**src/verilog/dsor_pkg.sv**
```systemverilog
// Constants for the frequency step unit and the output clock routing.
// Assumes a 7-bit register index and 16-bit register data.
package dsor_pkg;

	// Register indices
	localparam logic [6:0]  OFS_FINE_TUNE  = 7'h03;
	localparam logic [6:0]  OFS_BYPASS     = 7'h19;
	localparam logic [6:0]  OFS_STEP_SIZE  = 7'h2b;
	localparam logic [6:0]  OFS_PRESCALE   = 7'h2f;
	localparam logic [6:0]  OFS_CH_ONE     = 7'h38;
	localparam logic [6:0]  OFS_CMOS_ONE   = 7'h3b;
	localparam logic [6:0]  OFS_CH_TWO     = 7'h3e;
	localparam logic [6:0]  OFS_CH_THREE   = 7'h43;
	localparam logic [6:0]  OFS_CH_FOUR    = 7'h48;
	localparam logic [6:0]  OFS_CMOS_FOUR  = 7'h4b;

	// Reset value of every register
	localparam logic [15:0] REG_RESET      = 16'h0000;

	// Fine-tune control fields
	localparam int          FT_ENABLE_BIT  = 3;
	localparam int          FT_SERIAL_BIT  = 4;
	localparam int          FT_UP_BIT      = 5;
	localparam int          FT_DOWN_BIT    = 6;

	// Bypass routing fields
	localparam int          BYP_SRC_BIT    = 9;
	localparam int          BYP_ZERO_BIT   = 10;
	localparam int          BYP_ROUTE_LSB  = 11;

	// Prescaler fields and codes
	localparam int          PS_A_LSB       = 3;
	localparam int          PS_B_LSB       = 5;
	localparam logic [1:0]  PS_CODE_DIV5   = 2'h1;
	localparam logic [1:0]  PS_CODE_DIV6   = 2'h2;
	localparam logic [2:0]  PS_DIV4        = 3'h4;
	localparam logic [2:0]  PS_DIV5        = 3'h5;
	localparam logic [2:0]  PS_DIV6        = 3'h6;

	// Channel register fields and source codes
	localparam int          CH_SRC_LSB     = 14;
	localparam int          CH_DIV_W       = 14;
	localparam logic [1:0]  SRC_PSA        = 2'h0;
	localparam logic [1:0]  SRC_PSB        = 2'h1;

	// Output polarity fields: bit for positive pin, bit for negative pin
	localparam int          POL1_P_BIT     = 11;
	localparam int          POL1_N_BIT     = 12;
	localparam int          POL4_P_BIT     = 12;
	localparam int          POL4_N_BIT     = 11;

	// Numerator width of the sigma-delta modulator
	localparam int          NUM_W          = 24;

endpackage : dsor_pkg

```
**src/verilog/dsor_int_divider.sv**
```systemverilog
// Integer clock divider driven by sampled edges of a source level.
// Assumes src_rise is a one-cycle pulse on each rising edge of src_level.
`timescale 1ns/100ps
module dsor_int_divider #(
	parameter int W = 14
) (
	// Clock and reset
	input  wire logic         mclk,
	input  wire logic         rst,
	// Source
	input  wire logic         src_level,
	input  wire logic         src_rise,
	// Divide value, below two passes the source through
	input  wire logic [W-1:0] div_value,
	// Divided clock
	output logic              div_out
);

	logic [W-1:0] cnt;
	logic [W-1:0] cur_div;
	logic [W-1:0] next_cnt;
	logic [W-1:0] next_div;
	logic         next_out;

	// New value taken at the period boundary, or at once while passing through, so no divided pulse is cut short
	always_comb
	begin
		next_cnt = cnt;
		next_div = cur_div;
		if (cur_div < W'(2))
		begin
			next_div = div_value;
			next_cnt = '0;
		end
		else if (src_rise)
		begin
			if (cnt == cur_div - W'(1))
			begin
				next_cnt = '0;
				next_div = div_value;
			end
			else
			begin
				next_cnt = cnt + W'(1);
			end
		end
		if (next_div < W'(2))
			next_out = src_level;
		else
			next_out = (next_cnt < (next_div >> 1));
	end

	always_ff @(posedge mclk)
	begin
		if (rst)
		begin
			cnt     <= '0;
			cur_div <= '0;
			div_out <= 1'b0;
		end
		else
		begin
			cnt     <= next_cnt;
			cur_div <= next_div;
			div_out <= next_out;
		end
	end

endmodule : dsor_int_divider

```
**src/verilog/dsor_top.sv**
```systemverilog
// Frequency step unit for the modulator numerator and output clock routing.
// Assumes register writes arrive already decoded from the serial interface
// on mclk; step pins and clock sources are asynchronous and sampled here.
//
// Contract
// [RQ1] Step amount comes from the 16-bit step size register.
// [RQ2] Each step adds or subtracts the step size on the numerator.
// [RQ3] Each rising edge of the up request raises frequency one step.
// [RQ4] Each rising edge of the down request lowers frequency one step.
// [RQ5] Control bit 3 enables fine tune; bit 4 picks pins or serial.
// [RQ6] In serial mode, writing request bits produces the step triggers.
// [RQ7] In pin mode, the controller drives one rising edge per step.
// [RQ8] With fine tune disabled, requests are ignored, numerator unchanged.
// [RQ9] Two prescalers divide the oscillator by four, five or six.
// [RQ10] Each of four channels has its own glitchless integer divider.
// [RQ11] Each channel divider takes prescaler a, b or the reference.
// [RQ12] Bits 15:14 of each channel register select its source.
// [RQ13] A channel divider can be bypassed to pass the reference.
// [RQ14] Four bypass register bits route the reference to outputs one-four.
// [RQ15] One bypass bit enables output zero, carrying reference or detector.
// [RQ16] One bypass bit picks detector clock or reference for output zero.
// [RQ17] CMOS positive and negative pin polarities are set independently.
`timescale 1ns/100ps
module dsor_top (
	// Clock and reset
	input  wire logic        mclk,
	input  wire logic        rst,
	// Register port
	input  wire logic [6:0]  reg_addr,
	input  wire logic [15:0] reg_wdata,
	input  wire logic        reg_wr,
	output logic      [15:0] reg_rdata,
	// Step request pins
	input  wire logic        freq_up_pulse,
	input  wire logic        freq_down_pulse,
	// Modulator numerator
	input  wire logic [23:0] numerator_base,
	output logic      [23:0] sdm_numerator,
	// Clock sources
	input  wire logic        vco_clk,
	input  wire logic        ref_clk,
	input  wire logic        pfd_clk,
	// Clock outputs
	output logic             clock_output_zero,
	output logic      [3:0]  out_p,
	output logic      [3:0]  out_n
);

	localparam int NS = 5;
	localparam int IU = 0;
	localparam int ID = 1;
	localparam int IV = 2;
	localparam int IR = 3;
	localparam int IP = 4;
	localparam int NUM_W = dsor_pkg::NUM_W;

	// Register storage
	logic [15:0] fine_tune_control;
	logic [15:0] bypass_routing_control;
	logic [15:0] frequency_step_size;
	logic [15:0] prescale_control;
	logic [15:0] channel_source [4];
	logic [15:0] cmos_pol_one;
	logic [15:0] cmos_pol_four;
	logic [15:0] next_ft;
	logic [15:0] next_byp;
	logic [15:0] next_step;
	logic [15:0] next_ps;
	logic [15:0] next_ch [4];
	logic [15:0] next_cm1;
	logic [15:0] next_cm4;
	logic [15:0] next_rdata;

	// Synchronisers and edge history
	logic [NS-1:0] sync_a;
	logic [NS-1:0] sync_b;
	logic [NS-1:0] sync_prev;
	logic [NS-1:0] rise;

	// Step datapath
	logic              fine_tune_enable;
	logic              step_trigger_source_select;
	logic              sw_up_event;
	logic              sw_down_event;
	logic              up_req;
	logic              down_req;
	logic [NUM_W-1:0]  step_ext;
	logic [NUM_W-1:0]  num_ofs;
	logic [NUM_W-1:0]  next_ofs;
	logic [NUM_W-1:0]  next_num;

	// Clock routing
	logic       prescaler_a;
	logic       prescaler_b;
	logic [3:0] sel_level;
	logic [3:0] sel_prev;
	logic [3:0] div_out;
	logic [3:0] pol_p;
	logic [3:0] pol_n;
	logic [3:0] next_p;
	logic [3:0] next_n;
	logic       next_zero;

	function automatic logic [2:0] ps_divisor(input logic [1:0] code);
		unique case (code)
			dsor_pkg::PS_CODE_DIV5: ps_divisor = dsor_pkg::PS_DIV5;
			dsor_pkg::PS_CODE_DIV6: ps_divisor = dsor_pkg::PS_DIV6;
			default:                ps_divisor = dsor_pkg::PS_DIV4;
		endcase
	endfunction : ps_divisor

	function automatic logic src_pick(input logic [1:0] sel,
		input logic a, input logic b, input logic r);
		unique case (sel)
			dsor_pkg::SRC_PSA: src_pick = a;
			dsor_pkg::SRC_PSB: src_pick = b;
			default:           src_pick = r;
		endcase
	endfunction : src_pick

	// Register writes and read data
	always_comb
	begin
		next_ft   = fine_tune_control;
		next_byp  = bypass_routing_control;
		next_step = frequency_step_size;
		next_ps   = prescale_control;
		next_cm1  = cmos_pol_one;
		next_cm4  = cmos_pol_four;
		for (int i = 0; i < 4; i++)
			next_ch[i] = channel_source[i];
		if (reg_wr)
		begin
			unique case (reg_addr)
				dsor_pkg::OFS_FINE_TUNE: next_ft   = reg_wdata;
				dsor_pkg::OFS_BYPASS:    next_byp  = reg_wdata;
				dsor_pkg::OFS_STEP_SIZE: next_step = reg_wdata;
				dsor_pkg::OFS_PRESCALE:  next_ps   = reg_wdata;
				dsor_pkg::OFS_CH_ONE:    next_ch[0] = reg_wdata;
				dsor_pkg::OFS_CH_TWO:    next_ch[1] = reg_wdata;
				dsor_pkg::OFS_CH_THREE:  next_ch[2] = reg_wdata;
				dsor_pkg::OFS_CH_FOUR:   next_ch[3] = reg_wdata;
				dsor_pkg::OFS_CMOS_ONE:  next_cm1  = reg_wdata;
				dsor_pkg::OFS_CMOS_FOUR: next_cm4  = reg_wdata;
				default:                 next_ft   = fine_tune_control;
			endcase
		end
		unique case (reg_addr)
			dsor_pkg::OFS_FINE_TUNE: next_rdata = fine_tune_control;
			dsor_pkg::OFS_BYPASS:    next_rdata = bypass_routing_control;
			dsor_pkg::OFS_STEP_SIZE: next_rdata = frequency_step_size;
			dsor_pkg::OFS_PRESCALE:  next_rdata = prescale_control;
			dsor_pkg::OFS_CH_ONE:    next_rdata = channel_source[0];
			dsor_pkg::OFS_CH_TWO:    next_rdata = channel_source[1];
			dsor_pkg::OFS_CH_THREE:  next_rdata = channel_source[2];
			dsor_pkg::OFS_CH_FOUR:   next_rdata = channel_source[3];
			dsor_pkg::OFS_CMOS_ONE:  next_rdata = cmos_pol_one;
			dsor_pkg::OFS_CMOS_FOUR: next_rdata = cmos_pol_four;
			default:                 next_rdata = 16'h0000;
		endcase
	end

	always_ff @(posedge mclk)
	begin
		if (rst)
		begin
			fine_tune_control      <= dsor_pkg::REG_RESET;
			bypass_routing_control <= dsor_pkg::REG_RESET;
			frequency_step_size    <= dsor_pkg::REG_RESET;
			prescale_control       <= dsor_pkg::REG_RESET;
			cmos_pol_one           <= dsor_pkg::REG_RESET;
			cmos_pol_four          <= dsor_pkg::REG_RESET;
			reg_rdata              <= 16'h0000;
			for (int i = 0; i < 4; i++)
				channel_source[i] <= dsor_pkg::REG_RESET;
		end
		else
		begin
			fine_tune_control      <= next_ft;
			bypass_routing_control <= next_byp;
			frequency_step_size    <= next_step;
			prescale_control       <= next_ps;
			cmos_pol_one           <= next_cm1;
			cmos_pol_four          <= next_cm4;
			reg_rdata              <= next_rdata;
			for (int i = 0; i < 4; i++)
				channel_source[i] <= next_ch[i];
		end
	end

	// Pins and source clocks: two stages, then edge history on stage two
	always_ff @(posedge mclk)
	begin
		if (rst)
		begin
			sync_a    <= '0;
			sync_b    <= '0;
			sync_prev <= '0;
		end
		else
		begin
			sync_a    <= {pfd_clk, ref_clk, vco_clk, freq_down_pulse,
				freq_up_pulse};
			sync_b    <= sync_a;
			sync_prev <= sync_b;
		end
	end

	assign rise = sync_b & ~sync_prev;

	// Step trigger decode
	always_comb
	begin
		fine_tune_enable           = fine_tune_control[dsor_pkg::FT_ENABLE_BIT];
		step_trigger_source_select =
			fine_tune_control[dsor_pkg::FT_SERIAL_BIT];
		// A request bit going from zero to one is one software edge
		sw_up_event   = reg_wr && reg_addr == dsor_pkg::OFS_FINE_TUNE
			&& reg_wdata[dsor_pkg::FT_UP_BIT]
			&& !fine_tune_control[dsor_pkg::FT_UP_BIT]; // RQ6
		sw_down_event = reg_wr && reg_addr == dsor_pkg::OFS_FINE_TUNE
			&& reg_wdata[dsor_pkg::FT_DOWN_BIT]
			&& !fine_tune_control[dsor_pkg::FT_DOWN_BIT]; // RQ6
		up_req   = fine_tune_enable && (step_trigger_source_select
			? sw_up_event : rise[IU]); // RQ5
		down_req = fine_tune_enable && (step_trigger_source_select
			? sw_down_event : rise[ID]); // RQ8
		step_ext = NUM_W'(frequency_step_size); // RQ1
		next_ofs = num_ofs;
		// Both edges together cancel out
		if (up_req)
			next_ofs = next_ofs + step_ext; // RQ3
		if (down_req)
			next_ofs = next_ofs - step_ext; // RQ4
		next_num = numerator_base + num_ofs; // RQ2
	end

	always_ff @(posedge mclk)
	begin
		if (rst)
		begin
			num_ofs       <= '0;
			sdm_numerator <= '0;
		end
		else
		begin
			num_ofs       <= next_ofs;
			sdm_numerator <= next_num;
		end
	end

	// Prescalers on the sampled oscillator
	dsor_int_divider #(.W(3)) u_psa (
		.mclk      (mclk),
		.rst       (rst),
		.src_level (sync_b[IV]),
		.src_rise  (rise[IV]),
		.div_value (ps_divisor(prescale_control[dsor_pkg::PS_A_LSB +: 2])),
		.div_out   (prescaler_a)
	); // RQ9

	dsor_int_divider #(.W(3)) u_psb (
		.mclk      (mclk),
		.rst       (rst),
		.src_level (sync_b[IV]),
		.src_rise  (rise[IV]),
		.div_value (ps_divisor(prescale_control[dsor_pkg::PS_B_LSB +: 2])),
		.div_out   (prescaler_b)
	); // RQ9

	// Channel source muxes and dividers
	genvar g;
	generate
		for (g = 0; g < 4; g++)
		begin : g_ch
			assign sel_level[g] = src_pick(
				channel_source[g][dsor_pkg::CH_SRC_LSB +: 2],
				prescaler_a, prescaler_b, sync_b[IR]); // RQ12 RQ11
			dsor_int_divider #(.W(dsor_pkg::CH_DIV_W)) u_div (
				.mclk      (mclk),
				.rst       (rst),
				.src_level (sel_level[g]),
				.src_rise  (sel_level[g] & ~sel_prev[g]),
				.div_value (channel_source[g][dsor_pkg::CH_DIV_W-1:0]),
				.div_out   (div_out[g])
			); // RQ10
		end
	endgenerate

	// Only outputs one and four have CMOS buffers
	assign pol_p = {cmos_pol_four[dsor_pkg::POL4_P_BIT], 2'b00,
		cmos_pol_one[dsor_pkg::POL1_P_BIT]};
	assign pol_n = {cmos_pol_four[dsor_pkg::POL4_N_BIT], 2'b00,
		cmos_pol_one[dsor_pkg::POL1_N_BIT]};

	always_comb
	begin
		for (int i = 0; i < 4; i++)
		begin
			// Reference route skips the divider altogether
			if (bypass_routing_control[dsor_pkg::BYP_ROUTE_LSB + i])
				next_p[i] = sync_b[IR]; // RQ14 RQ13
			else
				next_p[i] = div_out[i];
			next_n[i] = ~next_p[i] ^ pol_n[i]; // RQ17
			next_p[i] = next_p[i] ^ pol_p[i]; // RQ17
		end
		if (!bypass_routing_control[dsor_pkg::BYP_ZERO_BIT])
			next_zero = 1'b0; // RQ15
		else if (bypass_routing_control[dsor_pkg::BYP_SRC_BIT])
			next_zero = sync_b[IP]; // RQ16
		else
			next_zero = sync_b[IR]; // RQ16
	end

	always_ff @(posedge mclk)
	begin
		if (rst)
		begin
			sel_prev          <= '0;
			out_p             <= '0;
			out_n             <= '0;
			clock_output_zero <= 1'b0;
		end
		else
		begin
			sel_prev          <= sel_level;
			out_p             <= next_p;
			out_n             <= next_n;
			clock_output_zero <= next_zero;
		end
	end
endmodule : dsor_top

```
**config.mk**
```make
export PLATFORM = sky130hd
export DESIGN_NAME = dsor_top
export DESIGN_NICKNAME = d
export VERILOG_FILES = /design/src/verilog/dsor_pkg.sv /design/src/verilog/dsor_int_divider.sv /design/src/verilog/dsor_top.sv
export SDC_FILE = /design/constraint.sdc
export NUM_CORES = 1
export LEC_CHECK = 0
export BUFFER_PORTS_ARGS = -buffer_cell sky130_fd_sc_hd__buf_2
export CAP_MARGIN = 25
export CORE_UTILIZATION = 40
export DETAILED_ROUTE_END_ITERATION = 10
export GPL_TIMING_DRIVEN = 0
export PLACE_DENSITY = 0.57
export SLEW_MARGIN = 20
export SYNTH_ARGS = -nofsm -noshare
export SYNTH_HDL_FRONTEND = slang
export SYNTH_SLANG_ARGS = --single-unit
```
**constraint.sdc**
```tcl
create_clock -name mclk -period 4.3 [get_ports mclk]
set_clock_uncertainty 0.15 [all_clocks]
set_input_delay 0.215 -clock mclk [delete_from_list [all_inputs] [get_ports mclk]]
set_output_delay 0.215 -clock mclk [all_outputs]
set_load 0.01 [all_outputs]
```
# Yosys cells after proc, flatten, opt, wreduce, memory -nomap -nowiden
# Memory sizes are Yosys's and may differ from the RTL's.
# Cells that the tools add are included.
[op_classes] n_addsub=15 n_lt_le_gt_ge=18 eq_ne=24 n_mux=70 bitwise=23 n_reduce_logical=20
[op_table] cell="$mux 14" n=24
[op_table] cell="$pmux 16 s10" n=1
[op_table] cell="$mux 16" n=8
[op_table] cell="$lt 14x2->1 const B" n=8
[op_table] cell="$mux 64" n=1
[op_table] cell="$add 14x1->14 const B" n=4
[op_table] cell="$eq 14x14->1" n=4
[op_table] cell="$lt 14x13->1" n=4
[op_table] cell="$sub 14x1->14 const B" n=4
[op_table] cell="$mux 24" n=2
[op_table] cell="$mux 3" n=12
[op_table] cell="$eq 7x6->1 const B" n=5
[op_table] cell="$add 24x16->24" n=1
[op_table] cell="$add 24x24->24" n=1
[op_table] cell="$sub 24x16->24" n=1
[op_table] cell="$eq 7x7->1 const B" n=3
[op_table] cell="$mux 1" n=16
[op_table] cell="$eq 2x1->1 const B" n=6
[op_table] cell="$lt 3x2->1 const B" n=4
[op_table] cell="$reduce_and 2->1" n=6
[op_table] cell="$not 1->1" n=9
[op_table] cell="$logic_not 2->1" n=4
[op_table] cell="$pmux 1 s2" n=4
[op_table] cell="$pmux 2 s2" n=2
[op_table] cell="other kinds (15)" n=36
[totals] regBits=316 ramBits=64 input_bits=55 mem_count=1
[memory_table] memory="channel_source" words=4 word_bits=16 read_ports=4 rd_ports_with_merged_regs=0 write_ports=4 line_no="dsor_top.sv:62" source="logic [15:0] channel_source [4];"

# Logic depth before layout (Yosys ltp)
[depth] depth_word=9 mapped_depth=22 ltp_nobuf=19

# By module
# From an unflattened synthesis, not the netlist that was laid out.
[hier_totals] cells_unflattened=2730 hier_area_um2=21971.1
[modules_own_cells] mod="dsor_top" instances=1 cells_per_inst=1548 area_each_um2=12268.0 seq_area_each_um2=5004.8
[modules_own_cells] mod="dsor_int_divider (g_ch[0].u_div ...)" instances=3 cells_per_inst=275 area_each_um2=2200.9 seq_area_each_um2=580.6
[modules_own_cells] mod="dsor_int_divider (g_ch[2].u_div)" instances=1 cells_per_inst=251 area_each_um2=2067.0 seq_area_each_um2=580.6
[modules_own_cells] mod="dsor_int_divider (u_psa ...)" instances=2 cells_per_inst=53 area_each_um2=516.7 seq_area_each_um2=140.1

# Worst setup path before layout
# Ideal clock, no wire load.
[synth_timing] path_type="flip-flop to flip-flop" startpoint="reg frequency_step_size[0]" endpoint="reg num_ofs[23]" t_arrival_ps=4459 setup_slack_ps=-379 stages_incl_launch_ff=20 path_buffers=0 synth_period_minus_slack_ps=4679 cell_sequence="dfxtp_1 > ha_1 > fa_1 > a211o_1 > a21o_1 > a21oi_1 > a21oi_1 > a21oi_1 > o21bai_1 > xor2_1 > mux2_2 > ha_1 > o21a_1 > o211a_1 > a221oi_1 > o21ai_0 > nand2_1 > o2111ai_2 > or4_1 > a21oi_1"
[synth_via] elab_chain_cells=4
[synth_rtl] element="start, declared" line_no="dsor_top.sv:60" source="logic [15:0] frequency_step_size;"
[synth_rtl] element="start signal, assigned" line_no="dsor_top.sv:169" source="frequency_step_size <= dsor_pkg::REG_RESET;"
[synth_rtl] element="start signal, assigned" line_no="dsor_top.sv:181" source="frequency_step_size <= next_step;"
[synth_rtl] element="$add 24x16->24" line_no="dsor_top.sv:232" source="next_ofs = next_ofs + step_ext;"
[synth_rtl] element="$mux 24" line_no="dsor_top.sv:231" source="if (up_req)"
[synth_rtl] element="$sub 24x16->24" line_no="dsor_top.sv:234" source="next_ofs = next_ofs - step_ext;"
[synth_rtl] element="$mux 24 *" line_no="dsor_top.sv:233" source="if (down_req)"
[synth_rtl] element="end signal, assigned" line_no="dsor_top.sv:247" source="num_ofs <= next_ofs;"
[synth_rtl] element="end, declared" line_no="dsor_top.sv:88" source="logic [NUM_W-1:0] num_ofs;"
# Mark *: on every way between the ends. The rest lies on a longest branch, timed or not.
# A chain may end at the register's enable or synchronous reset.

# Worst setup path in the final report
# Ends and elaborated chain as after synthesis.

==> metrics.yaml <==
synthesis:
  ys.flop_type: "dfxtp_1"
  synth_top_area_share: 0.3666
  ys_warn_count: 0
  syn_inst: 2523
  syn-cell-area_um2: 20750
  ys_top_cells_by_area: "dfxtp_1 (37%), ha_1 (7.1%), nand2_1 (6.8%), a21oi_1 (5.3%), nor2_1 (5.1%)"
  synthDistinctLibCells: 86
  ys_async_sr_fraction: 0
  yosysTopAreaCell: "dfxtp_1"
  ys_top_cells_by_count: "dfxtp_1 (380), nand2_1 (377), nor2_1 (283)"
  syn_avg_cell_area_um2: 8.224
  ys_ff_latch: 380
  synth.yosys.seq_area_share: 0.3666
  synth_edf_count: 0
  syn-num-nets: 2698
  yosysMostFrequentCell: "dfxtp_1"
cells_and_area:
  fill_cells: 4942
  diodes: 0
  drive_above_1_share: 0.1607
  fin_area_um2: 25260
  final_util: 0.4924
  num-nets-final: 2917
  syn2layout_area_growth_pct: 21.75
sta:
  worst_pin_slew_ps: 1124
  rsz0062_at_grt: "yes"
  tns_ps: -585.3
  timing_hold_violations_final: 0
  fmax_mhz: 224.1
  period_share: 1.038
  setup_violations: 6
  fin_crit_ps: 4461
  slew_viol_final: 0
  setup_ws_ps: -161.4
  maxSlewHeadroom: 0.2508
place:
  port_buffers: 86
  gp_congestion: 0.9348
  hpwl_mm: 50.95
  placed_area_um2: 22100
clock_tree:
  htreeDepth: 2
  numCtsBuffers: 44
  clk_pin_slew_ps: 60
  root_buffer: "clkbuf_16"
  clkSinkCount: 380
  clk_latency_ps: 600
  clockBufferDepth: 3
  cts_tree: "built"
routing:
  initialDrtViolationCount: 1871
  drtAntennaViolNets: 0
  wl_per_cell_um: 20.20
  drc: 0
  dr.pass1.iters: 8
  viasPerCell: 5.657
  finalWirelength_mm: 69.82
  num_vias: 19550
global_route:
  track_usage: 0.2577
  grt_first_pass_wirelength_mm: 107.1
  grt_pass1_vias: 18900
  grt_max_degree: 13
  grt-ovfl-total: 0
  antenna_found_initial: 0
floorplanning:
  pin_count: 104
  die_w_um: 229.8
  initial_core_util: 0.4045
  dieArea_um2: 52790
  die_h_um: 229.8
  core_area_um2: 51300
  std_cell_rows: 83
setup_path:
  cp_data_required_time_ps: 4650
  crit_path_start_kind: "flip-flop"
  cp_max_fo: 3
  worstSetupPathType: "reg -> reg"
  crit_arrival_ps: 4810
  end_kind: "flip-flop"
run_status:
  outcome: "complete, but fails checks"
  violations: "setup timing"
job:
  maxCapViolations: 0
pwr:
  p_leak_nw: 9.771
  vdd_drop_max_v: 0.0002458
  power_density_nw_per_um2: 321.3
  power.total_mw: 8.118
min_path:
  min_path_type: "in -> reg"
## cell usage in the layout (no fill, tap or decap), types with 67 or more instances in the layout
| cell type | netlist | layout |
|---|---|---|
| a21oi_1 | 221 | 207 |
| buf_2 | 12 | 96 |
| clkbuf_1 | 111 | 106 |
| dfxtp_1 | 380 | 352 |
| ha_1 | 117 | 106 |
| mux2i_1 | 79 | 67 |
| nand2_1 | 377 | 373 |
| nor2_1 | 283 | 276 |
| nor3_1 | 107 | 100 |
| xnor2_1 | 107 | 102 |
| xor2_1 | 78 | 78 |
## cell type report
type                       instances  area, um^2  share of cell area
multi-input combinational       1944       13070              0.5173
timing repair buffer             178        1234             0.04883
inverter                          65       246.5            0.009757
sequential                       380        7660              0.3032
clock buffer                      61        1285             0.05086
tap                              680       850.8             0.03368
clock inverter                    19       305.3             0.01208
buffer                           129       614.3             0.02432
## critical path: stages, from the launching register on
cell and delay, ps:
dfxtp_4 360, ha_4 170, fa_2 360, a211o_1 330
a21o_1 220, a21oi_2 180, a21oi_2 100, a21oi_2 160
o21bai_1 100, xor2_1 140, mux2_4 290, ha_4 220
o21a_1 120, o211a_1 270, a221oi_4 300, o21ai_2 100
nand2_2 110, o2111ai_4 140, or4_1 420, a21oi_1 140
## metal layers
metal | global-route usage | vias up | share of wire
met5 | 0 | - | 0
met4 | 0.1111 | 0 | 0.042
met3 | 0.04167 | 155 | 0.069
met2 | 0.4137 | 732 | 0.45
met1 | 0.3408 | 9298 | 0.44
li1 | - | 9365 | -
## power breakdown
group,switching [mW],total (mW),internal (mW)
logic,0.278,0.416,0.138
registers,0.0195,3.57,3.55
clock network,1.61,4.13,2.52
total,1.91,8.12,6.21
## stage by stage
stage | cells | hold slack [ps] | setup WS [ps]
floorplan | 2523 | 193.2 | -56.19
global placement | 3289 | 266.8 | -1113
detailed placement | 3293 | 275.1 | -1090
CTS | 3436 | 2.997 | -124.8
global route | 3456 | 52.99 | -319.0
finish | 3456 | 17.44 | -161.4
## flip-flops by register name, indices dropped and copies added, names as in the netlist, 5 cells and up
signal	cells
bypass_routing_control	16
channel_source	64
cmos_pol_four	16
cmos_pol_one	16
fine_tune_control	16
frequency_step_size	16
g_ch.u_div.cnt	56
g_ch.u_div.cur_div	56
num_ofs	24
prescale_control	16
reg_rdata	16
sdm_numerator	24
sync_a	5
sync_b	5
## what timing repair did
item                                    in CTS  in global routing
hold buffers                                28                  0
endpoints found under the hold margin       32                  0
buffers inserted                            38                 24
endpoints found under the setup margin      13                 14
cloned                                       0                  0
pin swaps                                   43                 51
gates resized for setup                     86                110
## logic make-up after synthesis
group                      Yosys count  synth area share
AOI/OAI and AO/OA                  511            0.1633
xor gates and xnor gates           186           0.07941
adders and majority gates          120           0.07344
buffers and inverters              199           0.03895
DFF                                380            0.3666
muxes                              106           0.05276
and+or+nand+nor                   1021            0.2255
## final timing paths
path                     startpoint          endpoint  slack (ps)  cells past startpoint
max          frequency_step_size[0]       num_ofs[23]        -160                     19
min               numerator_base[9]  sdm_numerator[9]          20                      4
max reg2reg  frequency_step_size[0]       num_ofs[23]        -160                     19
min reg2reg               sync_a[2]         sync_b[2]         280                      1
Power figures use the tool's default switching activity.
